===== src/core/shs_pkg.sv =====
package shs_pkg;

  // APB register byte addresses
  localparam logic [11:0] ADDR_OPMODE   = 12'h000;
  localparam logic [11:0] ADDR_INTTIME  = 12'h004;
  localparam logic [11:0] ADDR_EXPROWS  = 12'h008;
  localparam logic [11:0] ADDR_UPLOAD   = 12'h00C;
  localparam logic [11:0] ADDR_STATUS   = 12'h010;

  // Operation-mode field positions
  localparam int OM_SEQ_EN  = 0;
  localparam int OM_ROLLING = 1;
  localparam int OM_TRIG    = 4;
  localparam int OM_SLAVE   = 5;
  localparam int OM_SUBSAMP = 7;
  localparam int OM_BINNING = 8;
  localparam logic [31:0] OM_MASK = 32'h0000_01B3;

  // Upload register: bits 8:0 address, bits 31:16 data
  localparam int UP_ADDR_LSB = 0;
  localparam int UP_DATA_LSB = 16;

  // Configuration space addresses used by the state flow
  localparam logic [8:0] CFG_LIMIT_SB1 = 9'h028;
  localparam logic [8:0] CFG_CLKMGT    = 9'h020;
  localparam logic [8:0] CFG_LOGIC_EN  = 9'h022;
  localparam logic [8:0] CFG_BIAS      = 9'h040;
  localparam logic [8:0] CFG_LVDS      = 9'h070;
  localparam logic [8:0] CFG_SEQ_LAST  = 9'h1C0;
  localparam logic [15:0] CLK_ANALOG_BIT = 16'h0001;

  // Array geometry and counter defaults
  localparam int ROW_W = 13;
  localparam logic [12:0] ROWS_LAST   = 13'h13FF;
  localparam logic [12:0] OVERHEAD_CY = 13'h0010;
  localparam logic [12:0] ROW_CY      = 13'h0004;
  localparam logic [31:0] INTTIME_RST = 32'h0000_0100;
  localparam logic [12:0] EXPROWS_RST = 13'h0040;

  // Minimum wait after hard reset before the first upload
  localparam int WAKE_NS = 10000;
  localparam int CLK_NS  = 40;
  localparam int WAKE_CY = (WAKE_NS + CLK_NS - 1) / CLK_NS;

  typedef enum { PS_OFF, PS_SB1, PS_SBI, PS_SB2, PS_IDLE, PS_RUN } shs_pwr_e;
  typedef enum { FS_IDLE, FS_INTEG, FS_OVH, FS_READ } shs_frm_e;

  typedef struct packed {
    logic        psel;
    logic        penable;
    logic        pwrite;
    logic [11:0] paddr;
    logic [31:0] pwdata;
  } shs_apb_req_s;

  typedef struct packed {
    logic        pixReset;
    logic        integrating;
    logic        overhead;
    logic        reading;
    logic [12:0] readRow;
    logic [12:0] resetRow;
  } shs_core_s;

endpackage


===== src/core/shs_sequencer.sv =====
// Summary of operation
// - Pipelined slave ignores integration time, starts on trigger
// - Pipelined slave trigger fall samples, begins readout
// - Triggered mode reads one image, then idles
// - Triggered integration may overlap ongoing readout
// - Triggered master rising edge starts timed integration
// - Timer expiry enters overhead, then line readout
// - Master falling edge ignored; each rise outside integration starts a new frame
// - Triggered slave rise integrates, fall overhead/readout
// - Slave trigger reassertion starts a new frame
// - Rolling mode keeps reset and read row pointers
// - Pointer distance sets equal row exposure
// - Exposure changes apply at frame start, no break
// - Six power states plus flow actions
// - First standby accepts only addresses below 40
// - Second standby: all registers, other blocks disabled
// - Intermediate standby until reserved uploads done
// - Idle runs clocks; sequencer enable starts running
// - Mode reconfiguration keeps the power state
// - Mode bits: 1 rolling, 4 triggered
// - Bit 5 selects slave, resets to 0
// - Bit 0 enables sequencer, starts grabbing
module shs_sequencer
  import shs_pkg::*;
(
  // Clock and reset
  input  wire logic        mclk,
  input  wire logic        nrst,
  // APB slave
  input  wire logic        psel,
  input  wire logic        penable,
  input  wire logic        pwrite,
  input  wire logic [11:0] paddr,
  input  wire logic [31:0] pwdata,
  output logic [31:0]      prdata,
  output logic             pready,
  output logic             pslverr,
  // External trigger
  input  wire logic        trigIn,
  // Image core control
  output shs_core_s        core,
  output logic [2:0]       pwrState,
  output logic             blocksEn
);

  // Reset release through two flops
  logic rstMeta_r;
  logic rstSync_r;
  always_ff @(posedge mclk or negedge nrst)
  begin
    if (!nrst)
    begin
      rstMeta_r <= 1'b0;
      rstSync_r <= 1'b0;
    end
    else
    begin
      rstMeta_r <= 1'b1;
      rstSync_r <= rstMeta_r;
    end
  end
  wire logic rstN = rstSync_r;

  shs_apb_req_s req;
  assign req = '{psel, penable, pwrite, paddr, pwdata};

  // Register and flow state
  logic [31:0] opMode_r, opMode_nxt;
  logic [31:0] intTime_r, intTime_nxt;
  logic [12:0] expRows_r, expRows_nxt;
  logic [31:0] prdata_r, prdata_nxt;
  logic        pslverr_r, pslverr_nxt;
  logic        accWait_r, accWait_nxt;
  logic        clkMgt_r, clkMgt_nxt;
  logic        logicEn_r, logicEn_nxt;
  logic        analogEn_r, analogEn_nxt;
  logic        seqCfg_r, seqCfg_nxt;
  logic [11:0] wake_r, wake_nxt;
  shs_pwr_e    pwr_r, pwr_nxt;

  // Trigger synchroniser and edge detect
  logic trigMeta_r, trigSync_r, trigOld_r;
  logic trigRise, trigFall;

  // Frame sequencer state
  shs_frm_e    frm_r, frm_nxt;
  logic [31:0] intCnt_r, intCnt_nxt;
  logic [12:0] cnt_r, cnt_nxt;
  logic [12:0] readRow_r, readRow_nxt;
  logic [12:0] rstRow_r, rstRow_nxt;
  logic [12:0] expLive_r, expLive_nxt;
  logic        integ_r, integ_nxt;
  logic        pendRd_r, pendRd_nxt;

  function automatic logic [31:0] reg_word(input logic [11:0] a);
    case (a)
      ADDR_OPMODE:  reg_word = opMode_r;
      ADDR_INTTIME: reg_word = intTime_r;
      ADDR_EXPROWS: reg_word = {19'h0, expRows_r};
      ADDR_STATUS:  reg_word = {24'h0, integ_r, 2'(frm_r), 2'h0,
                                3'(pwr_r)};
      default:      reg_word = 32'h0000_0000;
    endcase
  endfunction

  function automatic logic is_mapped(input logic [11:0] a);
    is_mapped = (a == ADDR_OPMODE) || (a == ADDR_INTTIME) ||
                (a == ADDR_EXPROWS) || (a == ADDR_UPLOAD) ||
                (a == ADDR_STATUS);
  endfunction

  // One wait state so registered read data stands when pready is high
  wire logic acc  = req.psel && req.penable;
  wire logic frst = acc && !accWait_r;
  wire logic wr   = acc && accWait_r && req.pwrite;
  wire logic [8:0]  upAddr = req.pwdata[UP_ADDR_LSB +: 9];
  wire logic [15:0] upData = req.pwdata[UP_DATA_LSB +: 16];
  wire logic upWr = wr && (req.paddr == ADDR_UPLOAD);
  // Mode and time writes land from second standby upward
  wire logic cfgOk = (pwr_r == PS_SB2) || (pwr_r == PS_IDLE) ||
                     (pwr_r == PS_RUN);
  wire logic upOk = (wake_r == 12'(WAKE_CY)) &&
                    ((pwr_r != PS_SB1) || (upAddr < CFG_LIMIT_SB1));

  // Register file and power flow next state
  always_comb
  begin
    opMode_nxt   = opMode_r;
    intTime_nxt  = intTime_r;
    expRows_nxt  = expRows_r;
    clkMgt_nxt   = clkMgt_r;
    logicEn_nxt  = logicEn_r;
    analogEn_nxt = analogEn_r;
    seqCfg_nxt   = seqCfg_r;
    pwr_nxt      = pwr_r;
    prdata_nxt   = prdata_r;
    pslverr_nxt  = 1'b0;
    accWait_nxt  = frst;
    wake_nxt     = (wake_r == 12'(WAKE_CY)) ? wake_r : wake_r + 12'h001;
    if (frst)
    begin
      prdata_nxt  = req.pwrite ? prdata_r : reg_word(req.paddr);
      pslverr_nxt = !is_mapped(req.paddr) ||
                    (req.pwrite && req.paddr == ADDR_UPLOAD && !upOk) ||
                    (req.pwrite && req.paddr == ADDR_STATUS);
    end
    if (wr && cfgOk)
    begin
      // Only mode fields are held; other bits read zero
      if (req.paddr == ADDR_OPMODE)
        opMode_nxt = req.pwdata & OM_MASK;
      if (req.paddr == ADDR_INTTIME)
        intTime_nxt = req.pwdata;
      if (req.paddr == ADDR_EXPROWS)
        expRows_nxt = req.pwdata[12:0];
    end
    if (upWr && !pslverr_r)
    begin
      // Upload steps decode into block enables
      if (upAddr == CFG_CLKMGT)
      begin
        clkMgt_nxt   = 1'b1;
        analogEn_nxt = upData[0] & CLK_ANALOG_BIT[0];
      end
      if (upAddr == CFG_LOGIC_EN)
        logicEn_nxt = upData[0] & clkMgt_r;
      if (upAddr == CFG_SEQ_LAST)
        seqCfg_nxt = 1'b1;
      if (upAddr == CFG_LVDS)
        analogEn_nxt = analogEn_r & (upData != 16'h0000);
    end
    // State flow: mode changes alter state only through the sequencer enable bit
    case (pwr_r)
      PS_OFF:  pwr_nxt = PS_SB1;
      PS_SB1:  if (logicEn_r) pwr_nxt = PS_SBI;
      PS_SBI:  if (seqCfg_r) pwr_nxt = PS_SB2;
      PS_SB2:  if (analogEn_r) pwr_nxt = PS_IDLE;
      PS_IDLE:
      begin
        if (!analogEn_r) pwr_nxt = PS_SB2;
        else if (opMode_r[OM_SEQ_EN]) pwr_nxt = PS_RUN;
      end
      PS_RUN:  if (!opMode_r[OM_SEQ_EN]) pwr_nxt = PS_IDLE;
      default: pwr_nxt = PS_SB1;
    endcase
    if (!logicEn_r && pwr_r != PS_OFF) pwr_nxt = PS_SB1;
  end

  always_ff @(posedge mclk or negedge rstN)
  begin
    if (!rstN)
    begin
      opMode_r   <= 32'h0000_0000;
      intTime_r  <= INTTIME_RST;
      expRows_r  <= EXPROWS_RST;
      prdata_r   <= 32'h0000_0000;
      pslverr_r  <= 1'b0;
      accWait_r  <= 1'b0;
      clkMgt_r   <= 1'b0;
      logicEn_r  <= 1'b0;
      analogEn_r <= 1'b0;
      seqCfg_r   <= 1'b0;
      wake_r     <= 12'h000;
      pwr_r      <= PS_OFF;
    end
    else
    begin
      opMode_r   <= opMode_nxt;
      intTime_r  <= intTime_nxt;
      expRows_r  <= expRows_nxt;
      prdata_r   <= prdata_nxt;
      pslverr_r  <= pslverr_nxt;
      accWait_r  <= accWait_nxt;
      clkMgt_r   <= clkMgt_nxt;
      logicEn_r  <= logicEn_nxt;
      analogEn_r <= analogEn_nxt;
      seqCfg_r   <= seqCfg_nxt;
      wake_r     <= wake_nxt;
      pwr_r      <= pwr_nxt;
    end
  end

  // Trigger synchroniser; first flop feeds only the second
  always_ff @(posedge mclk or negedge rstN)
  begin
    if (!rstN)
    begin
      trigMeta_r <= 1'b0;
      trigSync_r <= 1'b0;
      trigOld_r  <= 1'b0;
    end
    else
    begin
      trigMeta_r <= trigIn;
      trigSync_r <= trigMeta_r;
      trigOld_r  <= trigSync_r;
    end
  end
  assign trigRise = trigSync_r && !trigOld_r;
  assign trigFall = !trigSync_r && trigOld_r;

  wire logic running = (pwr_r == PS_RUN);
  wire logic rolling = opMode_r[OM_ROLLING];
  wire logic trigMd  = opMode_r[OM_TRIG];
  wire logic slave   = opMode_r[OM_SLAVE];

  // Frame sequencer: integration runs beside readout
  always_comb
  begin
    frm_nxt     = frm_r;
    intCnt_nxt  = intCnt_r;
    cnt_nxt     = cnt_r;
    readRow_nxt = readRow_r;
    rstRow_nxt  = rstRow_r;
    expLive_nxt = expLive_r;
    integ_nxt   = integ_r;
    pendRd_nxt  = pendRd_r;
    if (!running)
    begin
      frm_nxt    = FS_IDLE;
      integ_nxt  = 1'b0;
      pendRd_nxt = 1'b0;
      readRow_nxt = 13'h0000;
      rstRow_nxt  = expRows_r; // Reset row leads from the start
    end
    else if (rolling)
    begin
      // Reset pointer leads read pointer by exposure rows
      integ_nxt = 1'b0;
      frm_nxt   = FS_READ;
      cnt_nxt   = (cnt_r == ROW_CY) ? 13'h0000 : cnt_r + 13'h0001;
      if (cnt_r == ROW_CY)
      begin
        readRow_nxt = (readRow_r == ROWS_LAST) ? 13'h0000
                                               : readRow_r + 13'h0001;
        rstRow_nxt  = (rstRow_r == ROWS_LAST) ? 13'h0000
                                              : rstRow_r + 13'h0001;
        // New exposure taken at frame start only
        if (readRow_r == ROWS_LAST)
        begin
          expLive_nxt = expRows_r;
          rstRow_nxt  = expRows_r;
        end
      end
    end
    else
    begin
      // Integration side (global shutter)
      if (!integ_r)
      begin
        if (!trigMd && !slave && frm_r == FS_IDLE)
          integ_nxt = 1'b1; // Pipelined master free runs
        if (slave && trigRise)
          integ_nxt = 1'b1;
        if (trigMd && !slave && trigRise)
          integ_nxt = 1'b1;
        intCnt_nxt = 32'h0000_0001; // First integrating cycle counts
      end
      else
      begin
        intCnt_nxt = intCnt_r + 32'h0000_0001;
        // Slave ends on trigger fall; master on timer
        if ((slave && trigFall) ||
            (!slave && intCnt_r >= intTime_r))
        begin
          integ_nxt  = 1'b0;
          pendRd_nxt = 1'b1;
        end
      end
      // Readout side; may overlap next integration
      case (frm_r)
        FS_IDLE, FS_INTEG:
        begin
          frm_nxt = integ_r ? FS_INTEG : FS_IDLE;
          if (pendRd_r)
          begin
            frm_nxt    = FS_OVH;
            pendRd_nxt = 1'b0;
            cnt_nxt    = 13'h0000;
          end
        end
        FS_OVH:
        begin
          cnt_nxt = cnt_r + 13'h0001;
          if (cnt_r == OVERHEAD_CY)
          begin
            frm_nxt     = FS_READ;
            cnt_nxt     = 13'h0000;
            readRow_nxt = 13'h0000;
          end
        end
        FS_READ:
        begin
          cnt_nxt = (cnt_r == ROW_CY) ? 13'h0000 : cnt_r + 13'h0001;
          if (cnt_r == ROW_CY)
          begin
            readRow_nxt = readRow_r + 13'h0001;
            if (readRow_r == ROWS_LAST)
            begin
              frm_nxt = integ_r ? FS_INTEG : FS_IDLE;
              if (pendRd_r)
              begin
                frm_nxt    = FS_OVH;
                pendRd_nxt = integ_r && !integ_nxt; // Set wins
              end
            end
          end
        end
        default: frm_nxt = FS_IDLE;
      endcase
    end
  end

  always_ff @(posedge mclk or negedge rstN)
  begin
    if (!rstN)
    begin
      frm_r     <= FS_IDLE;
      intCnt_r  <= 32'h0000_0000;
      cnt_r     <= 13'h0000;
      readRow_r <= 13'h0000;
      rstRow_r  <= 13'h0000;
      expLive_r <= EXPROWS_RST;
      integ_r   <= 1'b0;
      pendRd_r  <= 1'b0;
    end
    else
    begin
      frm_r     <= frm_nxt;
      intCnt_r  <= intCnt_nxt;
      cnt_r     <= cnt_nxt;
      readRow_r <= readRow_nxt;
      rstRow_r  <= rstRow_nxt;
      expLive_r <= expLive_nxt;
      integ_r   <= integ_nxt;
      pendRd_r  <= pendRd_nxt;
    end
  end

  // Outputs
  assign prdata  = prdata_r;
  assign pready  = accWait_r;
  assign pslverr = pslverr_r && psel && penable;
  assign pwrState = 3'(pwr_r);
  assign blocksEn = (pwr_r == PS_IDLE) || running; // Follows state
  assign core.pixReset    = !integ_r && !rolling;
  assign core.integrating = integ_r;
  assign core.overhead    = (frm_r == FS_OVH);
  assign core.reading     = (frm_r == FS_READ);
  assign core.readRow     = readRow_r;
  assign core.resetRow    = rstRow_r;

endmodule


===== config.mk =====
export PLATFORM = sky130hd
export DESIGN_NAME = shs_sequencer
export DESIGN_NICKNAME = d
export VERILOG_FILES = /design/src/core/shs_pkg.sv /design/src/core/shs_sequencer.sv
export SDC_FILE = /design/constraint.sdc
export NUM_CORES = 1
export LEC_CHECK = 0
export ABC_AREA = 1
export BUFFER_PORTS_ARGS = -buffer_cell sky130_fd_sc_hd__buf_2
export CAP_MARGIN = 5
export CORE_MARGIN = 2
export CORE_UTILIZATION = 51
export DETAILED_ROUTE_END_ITERATION = 12
export PLACE_DENSITY = 0.71
export SETUP_SLACK_MARGIN = 0.4
export SLEW_MARGIN = 20
export SYNTH_ARGS = -nofsm -noshare
export SYNTH_HDL_FRONTEND = slang
export SYNTH_SLANG_ARGS = --single-unit

===== constraint.sdc =====
create_clock -name mclk -period 6.1 [get_ports mclk]
set_input_delay 0.61 -clock mclk [delete_from_list [all_inputs] [get_ports mclk]]
set_output_delay 0.61 -clock mclk [all_outputs]
set_load 0.005 [all_outputs]

Word level (Yosys, flattened, before mapping)
Index checks and enable logic that the tools add are counted.
{"block": "word_totals", "reg_bits": 243, "latchBits": 0, "ram_bits": 0, "rom_bits": 0, "memories": 0}
{"block": "classes", "add_sub_neg": 5, "multipliers": 0, "div_mod_pow": 0, "magnitude_cmp": 2, "n_eq_ne": 42, "shift": 0, "muxes": 56, "bitwise_logic": 4, "reduce_logical": 70}
{"cell": "2-to-1 mux 32 bit", "n": 13}
{"cell": "2-to-1 mux 13 bit", "n": 15}
{"cell": "== test 32 x 3 -> 1 bit, second input constant", "n": 5}
{"cell": "one-hot mux 32 bit (5 select lines)", "n": 1}
{"cell": "== test 32 x 2 -> 1 bit, second input constant", "n": 4}
{"cell": "one-hot mux 32 bit (4 select lines)", "n": 1}
{"cell": "one-hot mux 32 bit (3 select lines)", "n": 1}
{"cell": "== test 32 x 1 -> 1 bit, second input constant", "n": 2}
{"cell": "== test 32 x 4 -> 1 bit, second input constant", "n": 2}
{"cell": "logical NOT 32 bit", "n": 2}
{"cell": "adder 13 x 1 -> 13 bit, second input constant", "n": 3}
{"cell": "one-hot mux 13 bit (3 select lines)", "n": 1}
{"cell": "adder 32 x 1 -> 32 bit, second input constant", "n": 1}
{"cell": ">= comparator 32 bit", "n": 1}
{"cell": "!= test 32 x 2 -> 1 bit, second input constant", "n": 1}
{"cell": "nonzero test 32 bit", "n": 1}
{"cell": "== test 13 bit, second input constant", "n": 2}
{"cell": "one-hot mux 13 bit (2 select lines)", "n": 1}
{"cell": "logical AND 1 bit", "n": 25}
{"cell": "== test 12 x 4 -> 1 bit, second input constant", "n": 2}
{"cell": "2-to-1 mux 1 bit", "n": 21}
{"cell": "AND reduction 2 bit", "n": 10}
{"cell": "== test 9 x 6 -> 1 bit, second input constant", "n": 2}
{"cell": "!= test 3 bit, second input constant", "n": 6}
{"cell": "28 further kinds", "n": 56}

Depth between registers and ports, before layout
{"block": "logic_depth", "word_depth": 17, "mapped_depth": 17, "mapped_depth_nobuf": 17}

Worst setup path after synthesis
OpenSTA, ideal clock, no wires.
{"block": "synth_path", "path_type": "input to register", "startpoint": "input port paddr[7]", "endpoint": "register intTime_r[14]", "setup_time_ns": 0.126, "arrival_time_ns": 1.671, "setup_slack_ns": 4.303, "stages": 7, "path_cell_list": "nor2_1 nand2_1 nor2_1 nand2_1 nor2_4 buf_2 o21ai_0"}
{"block": "synth_via", "elab_chain_len": 2}
{"element": "from (decl)", "line": "shs_sequencer.sv:33", "source": "input wire logic [11:0] paddr,"}
{"element": "== test 12 x 3 -> 1 bit", "line": "shs_sequencer.sv:152", "source": "if (req.paddr == ADDR_INTTIME)"}
{"element": "AND reduction 2 bit (no source line)"}
{"element": "to (signal assigned)", "line": "shs_sequencer.sv:209", "source": "intTime_r <= intTime_nxt;"}
{"element": "to (decl)", "line": "shs_sequencer.sv:69", "source": "logic [31:0] intTime_r, intTime_nxt;"}
Every way passes these cells.
A chain may end at the register's enable or synchronous reset.

Worst setup path in the final report
{"block": "layout_path", "startpoint": "register opMode_r[1]", "endpoint": "register readRow_r[3]"}
{"block": "layout_via", "elab_chain_len": 2}
{"element": "from (decl)", "line": "shs_sequencer.sv:68", "source": "logic [31:0] opMode_r, opMode_nxt;"}
{"element": "from (signal assigned)", "line": "shs_sequencer.sv:208", "source": "opMode_r <= opMode_nxt;"}
{"element": "!= test 4 x 2 -> 1 bit (no source line) (tied with other cells)"}
{"element": "AND reduction 4 bit (no source line) or 2-to-1 mux 13 bit (tied branches)"}
{"element": "to (signal assigned)", "line": "shs_sequencer.sv:372", "source": "readRow_r <= readRow_nxt;"}
{"element": "to (decl)", "line": "shs_sequencer.sv:89", "source": "logic [12:0] readRow_r, readRow_nxt;"}
Several ways; a longest one is shown, not always the timed one.

==> out/metrics.cfg <==
[yosys]
syn_nets=1443
synthTopCellsByArea=dfrtp_1, nand2_1, inv_1, nor2_1, ha_1
synthTopCellsByCount=nand2_1, dfrtp_1, inv_1
synth_top_area_cell=dfrtp_1
synthCells=1354
netlist.area_leader.share_pct=43.54
ys_types=53
synthArstFlopShare_pct=100.0
synthFlopType=dfrtp_1
syn_area_per_cell_sq_um=7.726
ys_warn_count=0
ys_seq_area_share_pct=44.04
synth-seq-cells=184
yosysMostFrequentCell=nand2_1
netlist_area_sq_mm=0.01046
synth-edff-count=0

[worst_setup_path]
r2r_start=opMode_r[1]
endpoint_kind=flip-flop
required_ns=6.47
path_max_fanout=31
critPathCapture=readRow_r[3]
startpoint=opMode_r[1]
reg2reg_slack_ns=3.41
rr_worst_depth=8
cp-start-kind=flip-flop
r2r_end=readRow_r[3]
crit_arrival_ns=3.06
crit_type=flip-flop to flip-flop

[placed_design]
dp_hpwl_microns=20450
port_buffers=117
place.gp.congestion=0.9323

[route]
vias_per_cell=5.389
ant_nets=0
drt_iter0_drc=726
routed_wl_microns=27310
routedWlPerCell_microns=15.64
vias=9409
drc=0
drt_pre_antenna_iters=6

[floorplanning]
initial_utilization_pct=51.87
die_x_microns=147.2
die_h_microns=147.2
core_sq_mm=0.02017
io_pins=118
rows=52
dieArea_sq_mm=0.02167

[run]
drv_cap=0

[power_and_ir_drop]
p_per_area_mw_per_mm2=203.3
clkPwrFrac_pct=46.8
power_switching_share_pct=25.68
power.leakage_uw=0.006052
p_sw_uw=621.5
power.internal_uw=1798
pwr-share-comb_pct=2.3
irDropWorstVdd_mv=0.2237
power_frac_seq_pct=50.9

[global_route]
grt-ovfl-total=0
grt_pass1_wl_microns=44920
grt_max_degree=73
grt_pass1_vias=8866
antenna_found_initial=1
track_usage_pct=25.72

[timing]
setup_viol=0
maxSlewHeadroom_pct=31.12
finalCritPeriodShare_pct=44.03
fmax_mhz=372.3
rsz0062_at_grt=false
tns_ns=0
skew_ns=0.01230
worstMarginPinSlew_ns=1.030
drv_slew=0
finalCriticalPeriod_ns=2.686
hold_viol_final=0

[cells_and_area]
drive_above_1_share_pct=13.48
area_delta_synth_final_pct=13.78
final_net_count=1552
n_antenna_cell=0
final_util_pct=59.01

[clocking]
clkLatencyLatePin_ns=0.44
cts_buffers=17
path_clk_slew_ns=0.08
cts_buffer_depth=2
cts_tree=built
cts_num_sinks=184
ctsRootBufferMaster=clkbuf_16
htree_levels=4

[worst_hold_path]
hold_class=input pin to flip-flop

[status]
run_status=finished clean

-- worst max-delay path, stage by stage, from the launching register on --
cell	delay (ns)
dfrtp_1	0.59
inv_1	0.33
nand2_4	0.29
clkinv_2	0.44
nand3_2	0.25
nand2_1	0.06
nor2_1	0.38
nand2_1	0.13
a21oi_1	0.15
-- repair_timing --
item	CTS	global route
gates resized for setup	0	0
hold buffers	1	0
endpoints found under the hold margin	2	0
setup buffers	0	0
-- per-stage QoR --
| stage | instance area (sq um) | instances | power [uW] | hold WS [ns] | setup slack [ns] |
|---|---|---|---|---|---|
| 2_1_floorplan | 10460 | 1354 | 1276 | 0.3144 | 0.5966 |
| 3_3_place_gp | 11240 | 1712 | 1313 | 0.3363 | 3.315 |
| 3_5_place_dp | 11240 | 1712 | 1313 | 0.3385 | 3.184 |
| 4_1_cts | 11880 | 1745 | 2440 | 0.2859 | 3.486 |
| 5_1_grt | 11900 | 1746 | 2490 | 0.2827 | 3.238 |
| 6_report | 11900 | 1746 | 2420 | 0.2981 | 3.414 |
-- area by class of cell --
cell class / count / area (sq um)
clock inverters: 15 / 196.4
repair buffers: 123 / 653.1
multi-input cells: 964 / 5029
clock buffers: 17 / 425.4
flip-flops and latches: 184 / 4611
well taps: 270 / 337.8
inverters: 173 / 650.6
fillers: 1835 / 8267
-- sequential cells by signal (all words and copies together), names as in the netlist --
| name | cells |
|---|---|
| pendRd_r | 1 |
| trigSync_r | 1 |
| expRows_r | 13 |
| analogEn_r | 1 |
| clkMgt_r | 1 |
| trigMeta_r | 1 |
| rstMeta_r | 1 |
| intTime_r | 32 |
| prdata | 32 |
| cnt_r | 13 |
| integ_r | 1 |
| pslverr_r | 1 |
| trigOld_r | 1 |
| wake_r | 12 |
| logicEn_r | 1 |
| frm_r | 2 |
| intCnt_r | 32 |
| pwr_r | 3 |
| rstN | 1 |
| opMode_r | 6 |
| readRow_r | 13 |
| pready | 1 |
| seqCfg_r | 1 |
| rstRow_r | 13 |
-- power groups by stage --
| stage | Clock [uW] | Sequential, uW | Combinational (uW) |
|---|---|---|---|
| after floorplan | 0 | 1260 | 12.9 |
| after global placement | 0 | 1260 | 56.8 |
| after detailed placement | 0 | 1260 | 56.7 |
| after CTS | 1150 | 1230 | 57.3 |
| after global routing | 1190 | 1230 | 63.9 |
| final | 1130 | 1230 | 56.7 |
-- routing by layer --
layer	wire (microns)	GRT usage (%)	vias to the layer above
met5	0	0	-
met4	461	7.115	0
met3	1458	4.410	36
met2	13020	42.36	260
met1	12370	35.32	4407
li1	-	-	4706
-- cell usage in the layout (no fill, tap or decap), types with 3 or more instances in the layout --
cell / n
nor4_1: 11
nand2_2: 6
clkbuf_16: 17
ha_1: 39
xnor2_1: 7
inv_2: 5
o21ai_1: 18
inv_6: 4
nor2_4: 5
o21ai_0: 92
xor2_1: 23
nand3_2: 5
nor2_2: 7
o22ai_1: 14
buf_2: 117
clkinv_8: 8
o21a_1: 3
dfrtp_1: 181
nand3b_1: 4
nor2_1: 150
nor3_2: 4
a21oi_1: 61
o31ai_1: 22
a31oi_1: 5
o21bai_1: 3
nand3_1: 73
nand2_1: 308
inv_1: 165
nor3_1: 31
buf_4: 4
o311ai_0: 4
and3_1: 3
nand4_1: 41
a21o_1: 5
-- cell families (layout without fill, tap and decap cells) --
| group | Yosys count | after routing | synth area share (%) |
|---|---|---|---|
| XOR/XNOR | 30 | 30 | 2.512 |
| AO/OA/AOI/OAI | 238 | 238 | 12.93 |
| buffers and inverters | 206 | 328 | 7.918 |
| AND/OR/NAND/NOR | 656 | 656 | 27.90 |
| adder cells (fa/ha/maj) | 39 | 39 | 4.665 |
| flip-flops | 184 | 184 | 44.04 |
| other | 1 | 1 | 0.03585 |
-- worst min-delay path by stage --
stage,cells past startpoint,from,slack (ns),endpoint
3_3_place_gp,0,rstMeta_r,0.34,rstN
3_5_place_dp,0,rstMeta_r,0.34,rstN
5_1_grt,1,trigIn,0.28,trigMeta_r
2_1_floorplan,0,nrst,0.31,rstMeta_r
4_1_cts,1,trigIn,0.29,trigMeta_r
6_report,1,trigIn,0.30,trigMeta_r
(Power assumes the default switching activity.)
